[config.mk]
export PLATFORM = sky130hd
export DESIGN_NAME = positioning_command_supervisor
export DESIGN_NICKNAME = d
export VERILOG_FILES = /design/src/pos_sup_pkg.sv /design/src/positioning_command_supervisor.sv
export SDC_FILE = /design/constraint.sdc
export NUM_CORES = 2
export LEC_CHECK = 0
export BUFFER_PORTS_ARGS = -buffer_cell sky130_fd_sc_hd__buf_4
export CAP_MARGIN = 20
export CELL_PAD_IN_SITES_DETAIL_PLACEMENT = 1
export CELL_PAD_IN_SITES_GLOBAL_PLACEMENT = 2
export CORE_ASPECT_RATIO = 1.25
export CORE_MARGIN = 8
export CORE_UTILIZATION = 42
export CTS_BUF_LIST = sky130_fd_sc_hd__clkbuf_4 sky130_fd_sc_hd__clkbuf_8
export CTS_CLUSTER_SIZE = 28
export DETAILED_ROUTE_END_ITERATION = 8
export PLACE_DENSITY = 0.82
export SYNTH_ARGS = -nofsm -noshare
export SYNTH_HDL_FRONTEND = slang
export SYNTH_SLANG_ARGS = --single-unit
[constraint.sdc]
create_clock -name clk_sys -period 19.86 [get_ports clk_sys]
set_clock_uncertainty 0.1 [all_clocks]
set_input_delay 3.972 -clock clk_sys [delete_from_list [all_inputs] [get_ports clk_sys]]
set_output_delay 3.972 -clock clk_sys [all_outputs]
set_load 0.005 [all_outputs]
[src/pos_sup_pkg.sv]
package pos_sup_pkg;
   localparam logic [31:0] ADDR_CTRL = 32'h0000_0000;
   localparam logic [31:0] ADDR_GEAR_NUM = 32'h0000_0004;
   localparam logic [31:0] ADDR_GEAR_DEN = 32'h0000_0008;
   localparam logic [31:0] ADDR_SCURVE = 32'h0000_000C;
   localparam logic [31:0] ADDR_ROUGH = 32'h0000_0010;
   localparam logic [31:0] ADDR_LIM_POS = 32'h0000_0014;
   localparam logic [31:0] ADDR_LIM_NEG = 32'h0000_0018;
   localparam logic [31:0] ADDR_MOVE = 32'h0000_001C;
   localparam logic [31:0] ADDR_STATUS = 32'h0000_0020;
   localparam logic [31:0] ADDR_IRQ_STAT = 32'h0000_0024;
   localparam logic [31:0] ADDR_IRQ_MASK = 32'h0000_0028;
   localparam logic [31:0] ADDR_POSITION = 32'h0000_002C;
   localparam logic [31:0] ADDR_ERR_LVL = 32'h0000_0030;
   localparam logic [31:0] ADDR_ERR_UNIT = 32'h0000_0034;
   localparam int CTRL_STOP_PAT = 0;
   localparam int CTRL_HOMING = 1;
   localparam int CTRL_NEW_VER = 2;
   localparam int CTRL_MULT_LSB = 4;
   localparam int IRQ_FINISH = 0;
   localparam int IRQ_ROUGH = 1;
   localparam int IRQ_LIMIT = 2;
   localparam int IRQ_ALARM = 3;
   localparam int IRQ_BITS = 4;
   localparam logic [15:0] GEAR_NUM_RESET = 16'h0001;
   localparam logic [15:0] GEAR_DEN_RESET = 16'h0001;
   localparam logic [15:0] ERR_LVL_RESET = 16'h0050;
   localparam logic [7:0] ALARM_PARAM = 8'h37;
   localparam logic [15:0] UNIT_NEW_MREV = 16'h0019;
   localparam logic [15:0] UNIT_OLD_MREV = 16'h0064;
   localparam int SCURVE_UNIT_NS = 1000000;
   localparam int CLK_PERIOD_NS = 5;
   localparam int SCURVE_TICKS = SCURVE_UNIT_NS / CLK_PERIOD_NS;
   localparam logic [1:0] HTRANS_NONSEQ = 2'h2;
   localparam logic [2:0] HSIZE_WORD = 3'h2;
   typedef enum logic [1:0] {MV_IDLE, MV_RUN, MV_SETTLE, MV_HALT} move_state_t;
   typedef struct packed {
      logic step;
      logic dir;
      logic clear_droop;
      logic servo_lock;
   } amp_cmd_t;
endpackage : pos_sup_pkg

[src/positioning_command_supervisor.sv]
// The register addresses and the AHB-Lite interface to the registers were left to the implementer.
`timescale 1ns/1ps
`default_nettype none
module positioning_command_supervisor
   import pos_sup_pkg::*;
#(
   parameter int SCURVE_CYCLES = SCURVE_TICKS
) (
   // System
   input wire logic clk_sys,
   input wire logic reset,
   // AHB-Lite slave
   input wire logic hsel,
   input wire logic [31:0] haddr,
   input wire logic [1:0] htrans,
   input wire logic hwrite,
   input wire logic [2:0] hsize,
   input wire logic [31:0] hwdata,
   input wire logic hready,
   output logic [31:0] hrdata,
   output logic hreadyout,
   output logic hresp,
   // Amplifier side
   input wire logic limit_switch_pos,
   input wire logic limit_switch_neg,
   input wire logic droop_empty,
   output amp_cmd_t amp_cmd,
   // Status outputs
   output logic movement_finished,
   output logic rough_match_flag,
   output logic [7:0] alarm_code,
   output logic irq
);
   logic [15:0] gear_numerator, gear_denominator, wr_num, wr_den;
   logic [7:0] ctrl;
   logic [15:0] scurve_ms, rough_set, error_excessive_level;
   logic signed [31:0] lim_pos, lim_neg, position;
   logic [31:0] remaining, accum;
   logic [IRQ_BITS-1:0] irq_stat, irq_mask, irq_event;
   logic [31:0] scale_cnt, addr_q;
   logic [15:0] settle_ms;
   logic wr_q, sel_q, move_go, boot, dir;
   logic [31:0] move_len;
   move_state_t state;
   logic limits_on, limit_hit, param_err;
   logic [47:0] rough_dist;
   logic soft_hit_pos, soft_hit_neg, switch_hit;
   logic rough_reached, take_xfer, clear_req;
   logic [31:0] status_word;
   logic start_move, stop_now, step_now, consume, run_done, settle_done, ms_tick;

   function automatic logic [47:0] pow10_scale(input logic [15:0] v, input logic [1:0] m);
      logic [47:0] r;
      r = {32'h0, v};
      for (int i = 0; i < 3; i++) begin
         if (i < int'(m)) begin
            r = r * 48'd10;
         end
      end
      return r;
   endfunction : pow10_scale

   // Valid single-word transfer request
   function automatic logic xfer_valid(input logic sel, input logic [1:0] trans, input logic [2:0] size);
      return sel && trans == HTRANS_NONSEQ && size == HSIZE_WORD;
   endfunction : xfer_valid

   // Write data phase aimed at one register
   function automatic logic wr_hit(input logic sel, input logic wr, input logic [31:0] a,
                                   input logic [31:0] target);
      return sel && wr && a == target;
   endfunction : wr_hit

   assign hreadyout = 1'b1;
   assign hresp = 1'b0;
   assign irq = |(irq_stat & irq_mask);

   // Bus request decodes
   assign take_xfer = hready && xfer_valid(hsel, htrans, hsize);
   assign clear_req = wr_hit(sel_q, wr_q, addr_q, ADDR_IRQ_STAT);

   // Address phase capture
   always_ff @(posedge clk_sys or posedge reset) begin
      if (reset) begin
         sel_q <= 1'b0;
         wr_q <= 1'b0;
         addr_q <= 32'h0;
      end else if (hready) begin
         sel_q <= xfer_valid(hsel, htrans, hsize);
         wr_q <= hwrite;
         addr_q <= haddr;
      end
   end

   // Register writes
   always_ff @(posedge clk_sys or posedge reset) begin
      if (reset) begin
         ctrl <= 8'h00;
         wr_num <= GEAR_NUM_RESET;
         wr_den <= GEAR_DEN_RESET;
         scurve_ms <= 16'h0;
         rough_set <= 16'h0;
         lim_pos <= 32'sh0;
         lim_neg <= 32'sh0;
         irq_mask <= '0;
         error_excessive_level <= ERR_LVL_RESET;
         move_go <= 1'b0;
         move_len <= 32'h0;
      end else begin
         move_go <= 1'b0;
         if (sel_q && wr_q) begin
            unique case (addr_q)
               ADDR_CTRL: ctrl <= hwdata[7:0];
               ADDR_GEAR_NUM: wr_num <= hwdata[15:0];
               ADDR_GEAR_DEN: wr_den <= hwdata[15:0];
               ADDR_SCURVE: scurve_ms <= hwdata[15:0];
               ADDR_ROUGH: rough_set <= hwdata[15:0];
               ADDR_LIM_POS: lim_pos <= hwdata;
               ADDR_LIM_NEG: lim_neg <= hwdata;
               ADDR_IRQ_MASK: irq_mask <= hwdata[IRQ_BITS-1:0];
               ADDR_ERR_LVL: error_excessive_level <= hwdata[15:0];
               ADDR_MOVE: begin
                  move_len <= hwdata;
                  move_go <= 1'b1;
               end
               default: ;
            endcase
         end
      end
   end

   // Power-up latch of gear values
   always_ff @(posedge clk_sys or posedge reset) begin
      if (reset) begin
         boot <= 1'b1;
         gear_numerator <= GEAR_NUM_RESET;
         gear_denominator <= GEAR_DEN_RESET;
      end else if (boot) begin
         boot <= 1'b0;
         gear_numerator <= wr_num;
         gear_denominator <= wr_den;
      end
   end

   // Read mux
   always_ff @(posedge clk_sys or posedge reset) begin
      if (reset) begin
         hrdata <= 32'h0;
      end else if (take_xfer && !hwrite) begin
         unique case (haddr)
            ADDR_CTRL: hrdata <= {24'h0, ctrl};
            ADDR_GEAR_NUM: hrdata <= {16'h0, gear_numerator};
            ADDR_GEAR_DEN: hrdata <= {16'h0, gear_denominator};
            ADDR_SCURVE: hrdata <= {16'h0, scurve_ms};
            ADDR_ROUGH: hrdata <= {16'h0, rough_set};
            ADDR_LIM_POS: hrdata <= lim_pos;
            ADDR_LIM_NEG: hrdata <= lim_neg;
            ADDR_MOVE: hrdata <= remaining;
            ADDR_STATUS: hrdata <= status_word;
            ADDR_IRQ_STAT: hrdata <= {28'h0, irq_stat};
            ADDR_IRQ_MASK: hrdata <= {28'h0, irq_mask};
            ADDR_POSITION: hrdata <= position;
            ADDR_ERR_LVL: hrdata <= {16'h0, error_excessive_level};
            ADDR_ERR_UNIT: hrdata <= {16'h0, ctrl[CTRL_NEW_VER] ? UNIT_NEW_MREV
                                                                : UNIT_OLD_MREV};
            default: hrdata <= 32'h0;
         endcase
      end
   end

   // Parameter checks and limits
   always_comb begin
      param_err = (gear_denominator == 16'h0) || (lim_pos < lim_neg);
      limits_on = (lim_pos != lim_neg) && !ctrl[CTRL_HOMING];
      soft_hit_pos = limits_on && dir == 1'b0 && position >= lim_pos;
      soft_hit_neg = limits_on && dir && position <= lim_neg;
      switch_hit = (dir == 1'b0 && limit_switch_pos) || (dir && limit_switch_neg);
      limit_hit = soft_hit_pos || soft_hit_neg || switch_hit;
      rough_dist = pow10_scale(rough_set, ctrl[CTRL_MULT_LSB+:2]);
      rough_reached = {16'h0, remaining} <= rough_dist;
      status_word = {16'h0, alarm_code, 2'h0, state, limit_hit, rough_match_flag, movement_finished, param_err};
   end

   always_ff @(posedge clk_sys or posedge reset) begin
      if (reset) begin
         alarm_code <= 8'h00;
      end else begin
         alarm_code <= param_err ? ALARM_PARAM : 8'h00;
      end
   end

   // Sequencer decisions
   always_comb begin
      start_move = state == MV_IDLE && move_go && !param_err;
      stop_now = state == MV_RUN && (limit_hit || param_err);
      step_now = state == MV_RUN && !stop_now && accum >= {16'h0, gear_denominator};
      consume = state == MV_RUN && !stop_now && !step_now && remaining != 32'h0;
      run_done = state == MV_RUN && !stop_now && !step_now && remaining == 32'h0;
      settle_done = state == MV_SETTLE && settle_ms == 16'h0;
      ms_tick = scale_cnt == 32'(SCURVE_CYCLES - 1);
   end

   // Move state
   always_ff @(posedge clk_sys or posedge reset) begin
      if (reset) begin
         state <= MV_IDLE;
      end else begin
         unique case (state)
            MV_IDLE: begin
               if (start_move) begin
                  state <= MV_RUN;
               end
            end
            MV_RUN: begin
               if (stop_now) begin
                  state <= ctrl[CTRL_STOP_PAT] ? MV_HALT : MV_IDLE;
               end else if (run_done) begin
                  state <= MV_SETTLE;
               end
            end
            MV_SETTLE: begin
               if (settle_done) begin
                  state <= MV_IDLE;
               end
            end
            MV_HALT: begin
               if (droop_empty) begin
                  state <= MV_IDLE;
               end
            end
         endcase
      end
   end

   // Command count and gear accumulator
   always_ff @(posedge clk_sys or posedge reset) begin
      if (reset) begin
         dir <= 1'b0;
         remaining <= 32'h0;
         accum <= 32'h0;
      end else if (start_move) begin
         dir <= move_len[31];
         remaining <= move_len[31] ? 32'(-move_len) : move_len;
         accum <= 32'h0;
      end else if (stop_now) begin
         remaining <= 32'h0;
      end else if (step_now) begin
         accum <= accum - {16'h0, gear_denominator};
      end else if (consume) begin
         accum <= 32'(accum + gear_numerator);
         remaining <= remaining - 32'h1;
      end
   end

   // Commanded position
   always_ff @(posedge clk_sys or posedge reset) begin
      if (reset) begin
         position <= 32'sh0;
      end else if (step_now) begin
         position <= dir ? position - 32'sd1 : position + 32'sd1;
      end
   end

   // Amplifier command
   always_ff @(posedge clk_sys or posedge reset) begin
      if (reset) begin
         amp_cmd <= '0;
      end else begin
         amp_cmd.step <= step_now;
         amp_cmd.clear_droop <= stop_now && !ctrl[CTRL_STOP_PAT];
         if (step_now) begin
            amp_cmd.dir <= dir;
         end
         if (start_move) begin
            amp_cmd.servo_lock <= 1'b0;
         end else if (stop_now) begin
            amp_cmd.servo_lock <= 1'b1;
         end
      end
   end

   // Settle timer, one S-curve unit per scale period
   always_ff @(posedge clk_sys or posedge reset) begin
      if (reset) begin
         settle_ms <= 16'h0;
         scale_cnt <= 32'h0;
      end else if (run_done) begin
         settle_ms <= scurve_ms;
         scale_cnt <= 32'h0;
      end else if (state == MV_SETTLE && settle_ms != 16'h0) begin
         if (ms_tick) begin
            scale_cnt <= 32'h0;
            settle_ms <= settle_ms - 16'h1;
         end else begin
            scale_cnt <= scale_cnt + 32'h1;
         end
      end
   end

   // Finish and rough-match flags
   always_ff @(posedge clk_sys or posedge reset) begin
      if (reset) begin
         movement_finished <= 1'b0;
         rough_match_flag <= 1'b0;
      end else if (start_move) begin
         movement_finished <= 1'b0;
         rough_match_flag <= 1'b0;
      end else begin
         if (state == MV_RUN && !stop_now && rough_reached) begin
            rough_match_flag <= 1'b1;
         end
         if (settle_done) begin
            movement_finished <= 1'b1;
         end
      end
   end

   // Interrupt events
   always_comb begin
      irq_event = '0;
      irq_event[IRQ_FINISH] = settle_done;
      irq_event[IRQ_ROUGH] = state == MV_RUN && !stop_now && !rough_match_flag && rough_reached;
      irq_event[IRQ_LIMIT] = state == MV_RUN && limit_hit;
      irq_event[IRQ_ALARM] = param_err && alarm_code == 8'h00;
   end

   // Sticky status bits, set wins over clear
   for (genvar b = 0; b < IRQ_BITS; b++) begin : g_irq_bit
      always_ff @(posedge clk_sys or posedge reset) begin
         if (reset) begin
            irq_stat[b] <= 1'b0;
         end else if (irq_event[b]) begin
            irq_stat[b] <= 1'b1;
         end else if (clear_req && hwdata[b]) begin
            irq_stat[b] <= 1'b0;
         end
      end
   end
endmodule : positioning_command_supervisor
`default_nettype wire

Word level (Yosys, flattened, before mapping)
Index checks and enable logic that the tools add are counted.
- register bits after elaboration: 451
- input port bits: 77
- logic and storage cells: 218
- add/subtract/negate cells: 8
- multipliers: 3
- magnitude comparators: 8
- eq/ne operators: 36
- muxes and demuxes: 45
- bitwise logic cells: 2
- reductions and logical operators: 80
- operators by type and width (kind ; number):
    one-hot mux 32 bit (14 select lines) ; 1
    2-to-1 mux 32 bit ; 13
    equality test 32 x 6 -> 1 bit (second input constant) ; 9
    equality test 32 x 5 -> 1 bit (second input constant) ; 8
    equality test 32 x 4 -> 1 bit (second input constant) ; 4
    logical NOT 32 bit ; 3
    multiplier 48 x 3 -> 47 bit (second input constant) ; 2
    2-to-1 mux 48 bit ; 2
    equality test 32 x 3 -> 1 bit (second input constant) ; 2
    less-or-equal comparator 32 x 48 -> 1 bit ; 1
    2-to-1 mux 16 bit ; 3
    logical AND 1 bit ; 33
    adder 32 x 1 -> 32 bit (second input constant) ; 1
    adder 32 x 16 -> 32 bit ; 1
    adder 32 x 2 -> 32 bit (second input constant) ; 1
    equality test 32 x 18 -> 1 bit (second input constant) ; 1
    greater-or-equal comparator 32 x 16 -> 1 bit ; 1
    greater-or-equal comparator 32 bit ; 1
    less-or-equal comparator 32 bit ; 1
    logical NOT 16 bit ; 2
    less-than comparator 32 bit ; 1
    inequality test 32 bit ; 1
    negation 32 bit ; 1
    nonzero test 32 bit ; 1
    other kinds (30) ; 88

Longest topological paths before layout
- word-level depth: 18
- mapped depth: 42
- gate-level depth less buffers: 42

Least setup slack after synthesis
Ideal clock, no wire load.
- kind: register -> register
- start point: register rough_set[1]
- end point: register rough_match_flag
- setup time: 0.136 ns
- arrival: 7.229 ns
- slack: 12.395 ns
- cell stages (with the launch flop): 38
- path buffers: 0
- period minus slack after synthesis: 7.465 ns
- cell sequence: dfrtp_1 ha_1 ha_1 inv_1 fa_1 nor2b_1 o21ai_0 a21boi_0 o21ai_0 a21oi_1 a21oi_1 xor2_1 a21oi_1 ha_1 ha_1 a2111oi_0 nor2_1 a21oi_1 (+2 left out) ha_1 ha_1 or3_1 a211oi_1 o31ai_1 o41ai_1 o21ai_0 a21oi_1 o21ai_0 ha_1 and4_1 nand2_1 nor3_1 nand3_1 a21oi_1 nor3b_1 o21ai_0 a21oi_1
- word-level cells in the longest chain between the ends: 9
- ends and longest elaborated chain (item ; RTL line ; text):
    start, declared ; positioning_command_supervisor.sv:36 ; logic [15:0] scurve_ms, rough_set, error_excessive_level;
    start signal, assigned ; positioning_command_supervisor.sv:117 ; ADDR_ROUGH: rough_set <= hwdata[15:0];
    multiplier 16 x 3 -> 19 bit ; positioning_command_supervisor.sv:57 ; r = r * 48'd10;
    2-to-1 mux 20 bit * ; positioning_command_supervisor.sv:56 ; if (i < int'(m)) begin
    multiplier 48 x 3 -> 47 bit ; positioning_command_supervisor.sv:57 ;
    2-to-1 mux 48 bit * ; positioning_command_supervisor.sv:56 ;
    multiplier 48 x 3 -> 47 bit ; positioning_command_supervisor.sv:57 ;
    2-to-1 mux 48 bit * ; positioning_command_supervisor.sv:56 ;
    less-or-equal comparator 32 x 48 -> 1 bit * ; positioning_command_supervisor.sv:180 ; rough_reached = {16'h0, remaining} <= rough_dist;
    logical AND 1 bit * ; positioning_command_supervisor.sv:309 ; if (state == MV_RUN && !stop_now && rough_reached) begin
    nonzero test 2 bit (no line) * ; - ;
    end signal, assigned ; positioning_command_supervisor.sv:304 ; rough_match_flag <= 1'b0;
    end signal, assigned ; positioning_command_supervisor.sv:307 ; rough_match_flag <= 1'b0;
    end signal, assigned ; positioning_command_supervisor.sv:310 ; rough_match_flag <= 1'b1;
    end, declared ; positioning_command_supervisor.sv:30 ; output logic rough_match_flag,
Mark *: on every way between the ends. The rest lies on a longest branch, timed or not.
A chain may end at the register's enable or synchronous reset.

Final worst setup path
- start point: register rough_set[3]
- end point: register irq_stat[1]
- word-level cells in the longest chain between the ends: 9
- ends and longest elaborated chain (item ; RTL line ; text):
    multiplier 16 x 3 -> 19 bit ; positioning_command_supervisor.sv:57 ;
    2-to-1 mux 20 bit * ; positioning_command_supervisor.sv:56 ;
    multiplier 48 x 3 -> 47 bit ; positioning_command_supervisor.sv:57 ;
    2-to-1 mux 48 bit * ; positioning_command_supervisor.sv:56 ;
    multiplier 48 x 3 -> 47 bit ; positioning_command_supervisor.sv:57 ;
    2-to-1 mux 48 bit * ; positioning_command_supervisor.sv:56 ;
    less-or-equal comparator 32 x 48 -> 1 bit * ; positioning_command_supervisor.sv:180 ;
    logical AND 1 bit * ; positioning_command_supervisor.sv:322 ; irq_event[IRQ_ROUGH] = state == MV_RUN && !stop_now && !rough_match_flag && rough_reached;
    2-to-1 mux 1 bit / nonzero test 2 bit (equally long branches) ; - ;
    end signal, assigned by index ; positioning_command_supervisor.sv:331 ; irq_stat[b] <= 1'b0;
    end signal, assigned by index ; positioning_command_supervisor.sv:333 ; irq_stat[b] <= 1'b1;
    end signal, assigned by index ; positioning_command_supervisor.sv:335 ; irq_stat[b] <= 1'b0;
    end, declared ; positioning_command_supervisor.sv:39 ; logic [IRQ_BITS-1:0] irq_stat, irq_mask, irq_event;
Marks and branches as above.

==> metrics <==
status=finished clean; final hold slack=358 ps; post-route cell area=34600 µm²; DRT antenna net count=0; DRC viols=0; Mapped Avg Cell Area=9.40 µm²; routed wire length=112000 µm; setup TNS=0 ps; CTS Buf Count=79; Clk pwr share=33.2%; Ys Warns=0; switching pwr=1040 µW; Root Buffer=clkbuf_8; Post-CTS Hold Buffers=0; dpl cell area=32700 µm²; RSZ-0062 raised after global routing=false; DRT iter0 DRCs=1670; initial antenna violation count=2; Flop pwr share=34.1%; Port Buffers=120; H-tree depth=3; post-cts resize count=0; CP Class=flop to flop; sw frac=35.1%; clock-pin transition on the worst setup and hold timing paths=60 ps; cells after synthesis=3271; DIE AREA=82200 µm²; final net count=3761; P&R area growth vs syn=12.4%; Cell Pwr Density=85.5 nW/µm²; vias per cell=6.11; row count=111; filler instances=8370; Worst Path Max Fanout=5; worst slew pin tran=1040 ps; core box area=72900 µm²; number of global-route vias before repair=29300; layout cells sized above 1=17.1%; maximum clock rate=0.110 GHz; fin crit period=9090 ps; Max Cap Violations=0; Combinational Power Share=32.7%; CP arrival=9530 ps; Slowest cell on crit path=a2111oi_0; largest net degree at the start of global routing=95; Post-Syn Area=30800 µm²; most used flip-flop cell after synthesis=dfrtp_1; Final Setup Violations=0; # Post-CTS Setup Buffers=0; CTS sink count=446; DP HPWL=85700 µm; clock latency at the later pin of the worst-skew pair=690 ps; Total GRT Usage=26.9%; Ports=126; EDFF count, synth=0; max-slew violations=0; slowest stage delay, CP=590 ps; VDD IR max=0.128 mV; Chip Width=258 µm; Hold Crit Class=flop to flop; sequential-to-total area share from yosys stat=36.3%; Hold Vio Cnt, Final=0; GP Congestion=0.961; DIE HEIGHT=319 µm; Async SR Flop Fraction=100%; CP Data Required Time=20300 ps; first-pass GRT wire length=174000 µm; Tcrit/Tclk final=45.8%; overall power=2960 µW; Remaining Overflow, GRT=0; Clock Path Buffers=3; Leak=0.0154 µW; Worst setup SP type=flop; Int Power=1920 µW; cell repeated most along the worst path=ha_1; Distinct cells, synth=88; TritonCTS clock tree=built; first drt pass iteration count=5; Slew HR=30.7%; kind of end point of the critical path=flop; routed len/inst=25.5 µm; vias=26900; Seq cells post-synth=446; Initial Utilization=42.2%
[registers in the layout (all words and copies together) (netlist names), 8 cells and up]
register               cells
accum                     32
addr_q                    32
hrdata                    32
lim_neg                   32
lim_pos                   32
move_len                  32
position                  32
remaining                 32
scale_cnt                 32
error_excessive_level     16
gear_denominator          16
gear_numerator            16
rough_set                 16
scurve_ms                 16
settle_ms                 16
wr_den                    16
wr_num                    16
ctrl                       8
[power by group through the flow]
| stage | logic [µW] | registers (µW) | clock network, µW |
|---|---|---|---|
| floorplan | 703 | 997 | 0 |
| global placement | 915 | 1020 | 0 |
| detailed placement | 957 | 1020 | 0 |
| CTS | 968 | 1010 | 1010 |
| global route | 1080 | 1010 | 1040 |
| finish | 966 | 1010 | 981 |
[critical path: cells and delay by family (launching register included)]
| kind | cells | cell delay [ps] |
|---|---|---|
| AOI/OAI and AO/OA | 18 | 4350 |
| adders and majority gates | 8 | 2290 |
| and+or+nand+nor | 8 | 1490 |
| DFF | 1 | 440 |
| xor gates and xnor gates | 2 | 240 |
| buffers and inverters | 1 | 50 |
[path summary, 6_finish.rpt]
check | start | to | slack [ps] | cells after the start
min in group asynchronous | reset | hrdata[0] | 3310 | 2
worst max-delay path | rough_set[3] | irq_stat[1] | 10770 | 37
worst min register to register | wr_den[4] | gear_denominator[4] | 360 | 2
worst min-delay path | wr_den[4] | gear_denominator[4] | 360 | 2
max in group asynchronous | reset | position[6] | 14050 | 4
worst max register to register | rough_set[3] | irq_stat[1] | 10770 | 37
[synthesized netlist by cell type, types with 23 or more instances]
cell type  count  area [µm²]
a211oi_1      31         233
a21o_1        52         390
a21oi_1      185         926
a221oi_1      36         315
a22o_1        45         394
a22oi_1       32         240
a31oi_1       24         150
and3_1        23         144
clkbuf_1      93         349
dfrtp_1      439       11000
ha_1         294        3680
inv_1        148         556
mux2_2       223        2510
nand2_1      340        1280
nand2b_1      25         156
nand3_1       90         450
nand4_1       61         382
nor2_1       205         769
nor2b_1       24         150
nor3_1        65         325
nor4_1        52         325
o21ai_0      181         906
o31ai_1       31         233
or3_1         35         219
xnor2_1       93         815
xor2_1        81         709
[kinds of logic (layout without fill, tap and decap cells)]
kind of cell	Yosys count	in the layout	synth area share [%]
buffers and inverters	283	455	3.67
AOI/OAI and AO/OA	800	800	17.4
DFF	446	446	36.3
adders and majority gates	300	300	12.4
other	2	8	0.0244
xor gates and xnor gates	174	174	4.96
and+or+nand+nor	1028	1028	16.6
muxes	238	238	8.65
[routing by layer]
layer / wire length (µm) / global-route usage, % / vias to the layer above
met5: 7 / 0 / -
met2: 56500 / 47.6 / 640
met3: 4720 / 3.57 / 253
met4: 4950 / 12.0 / 2
met1: 46100 / 32.1 / 13800
li1: - / - / 12300
[area by class of cell]
cell class / instances / area (µm²) / share of cell area, %
clock inverters: 24 / 302 / 0.873
well taps: 960 / 1200 / 3.48
diodes: 2 / 5.00 / 0.0145
inverters: 149 / 567 / 1.64
clock buffers: 120 / 1500 / 4.34
repair buffers: 162 / 1260 / 3.66
flip-flops and latches: 446 / 11200 / 32.3
multi-input cells: 2546 / 18600 / 53.7
[metrics by stage]
stage	setup slack (ps)	util, %	cells
3_3_place_gp	11150	44.8	4260
4_1_cts	10810	47.3	4404
5_1_grt	9910	47.4	4408
6_report	10770	47.4	4409
3_5_place_dp	10820	44.8	4260
2_1_floorplan	3370	-	3275
[placed cells by master (no fill, tap or decap), types with 21 or more instances in the layout]
master and instances:
buf_4 159, a21oi_1 185, o22ai_1 21, nand4_1 61, inv_1 147, ha_1 294, clkbuf_8 96, or3_1 35
a21o_1 52, nand2_1 339, nor2_1 204, o21ai_0 181, a22o_1 45, a22oi_1 32, mux2_2 223, a221oi_1 36
o31ai_1 31, nor4_1 51, a211oi_1 31, and3_1 22, dfrtp_1 439, clkbuf_4 24, xnor2_1 93, o21a_1 22
xor2_1 81, nand2b_1 25, nor3_1 56, a31oi_1 24, nand3_1 89, and2_1 22, nor2b_1 24
Note: power is estimated with default switching activity, not from simulation.
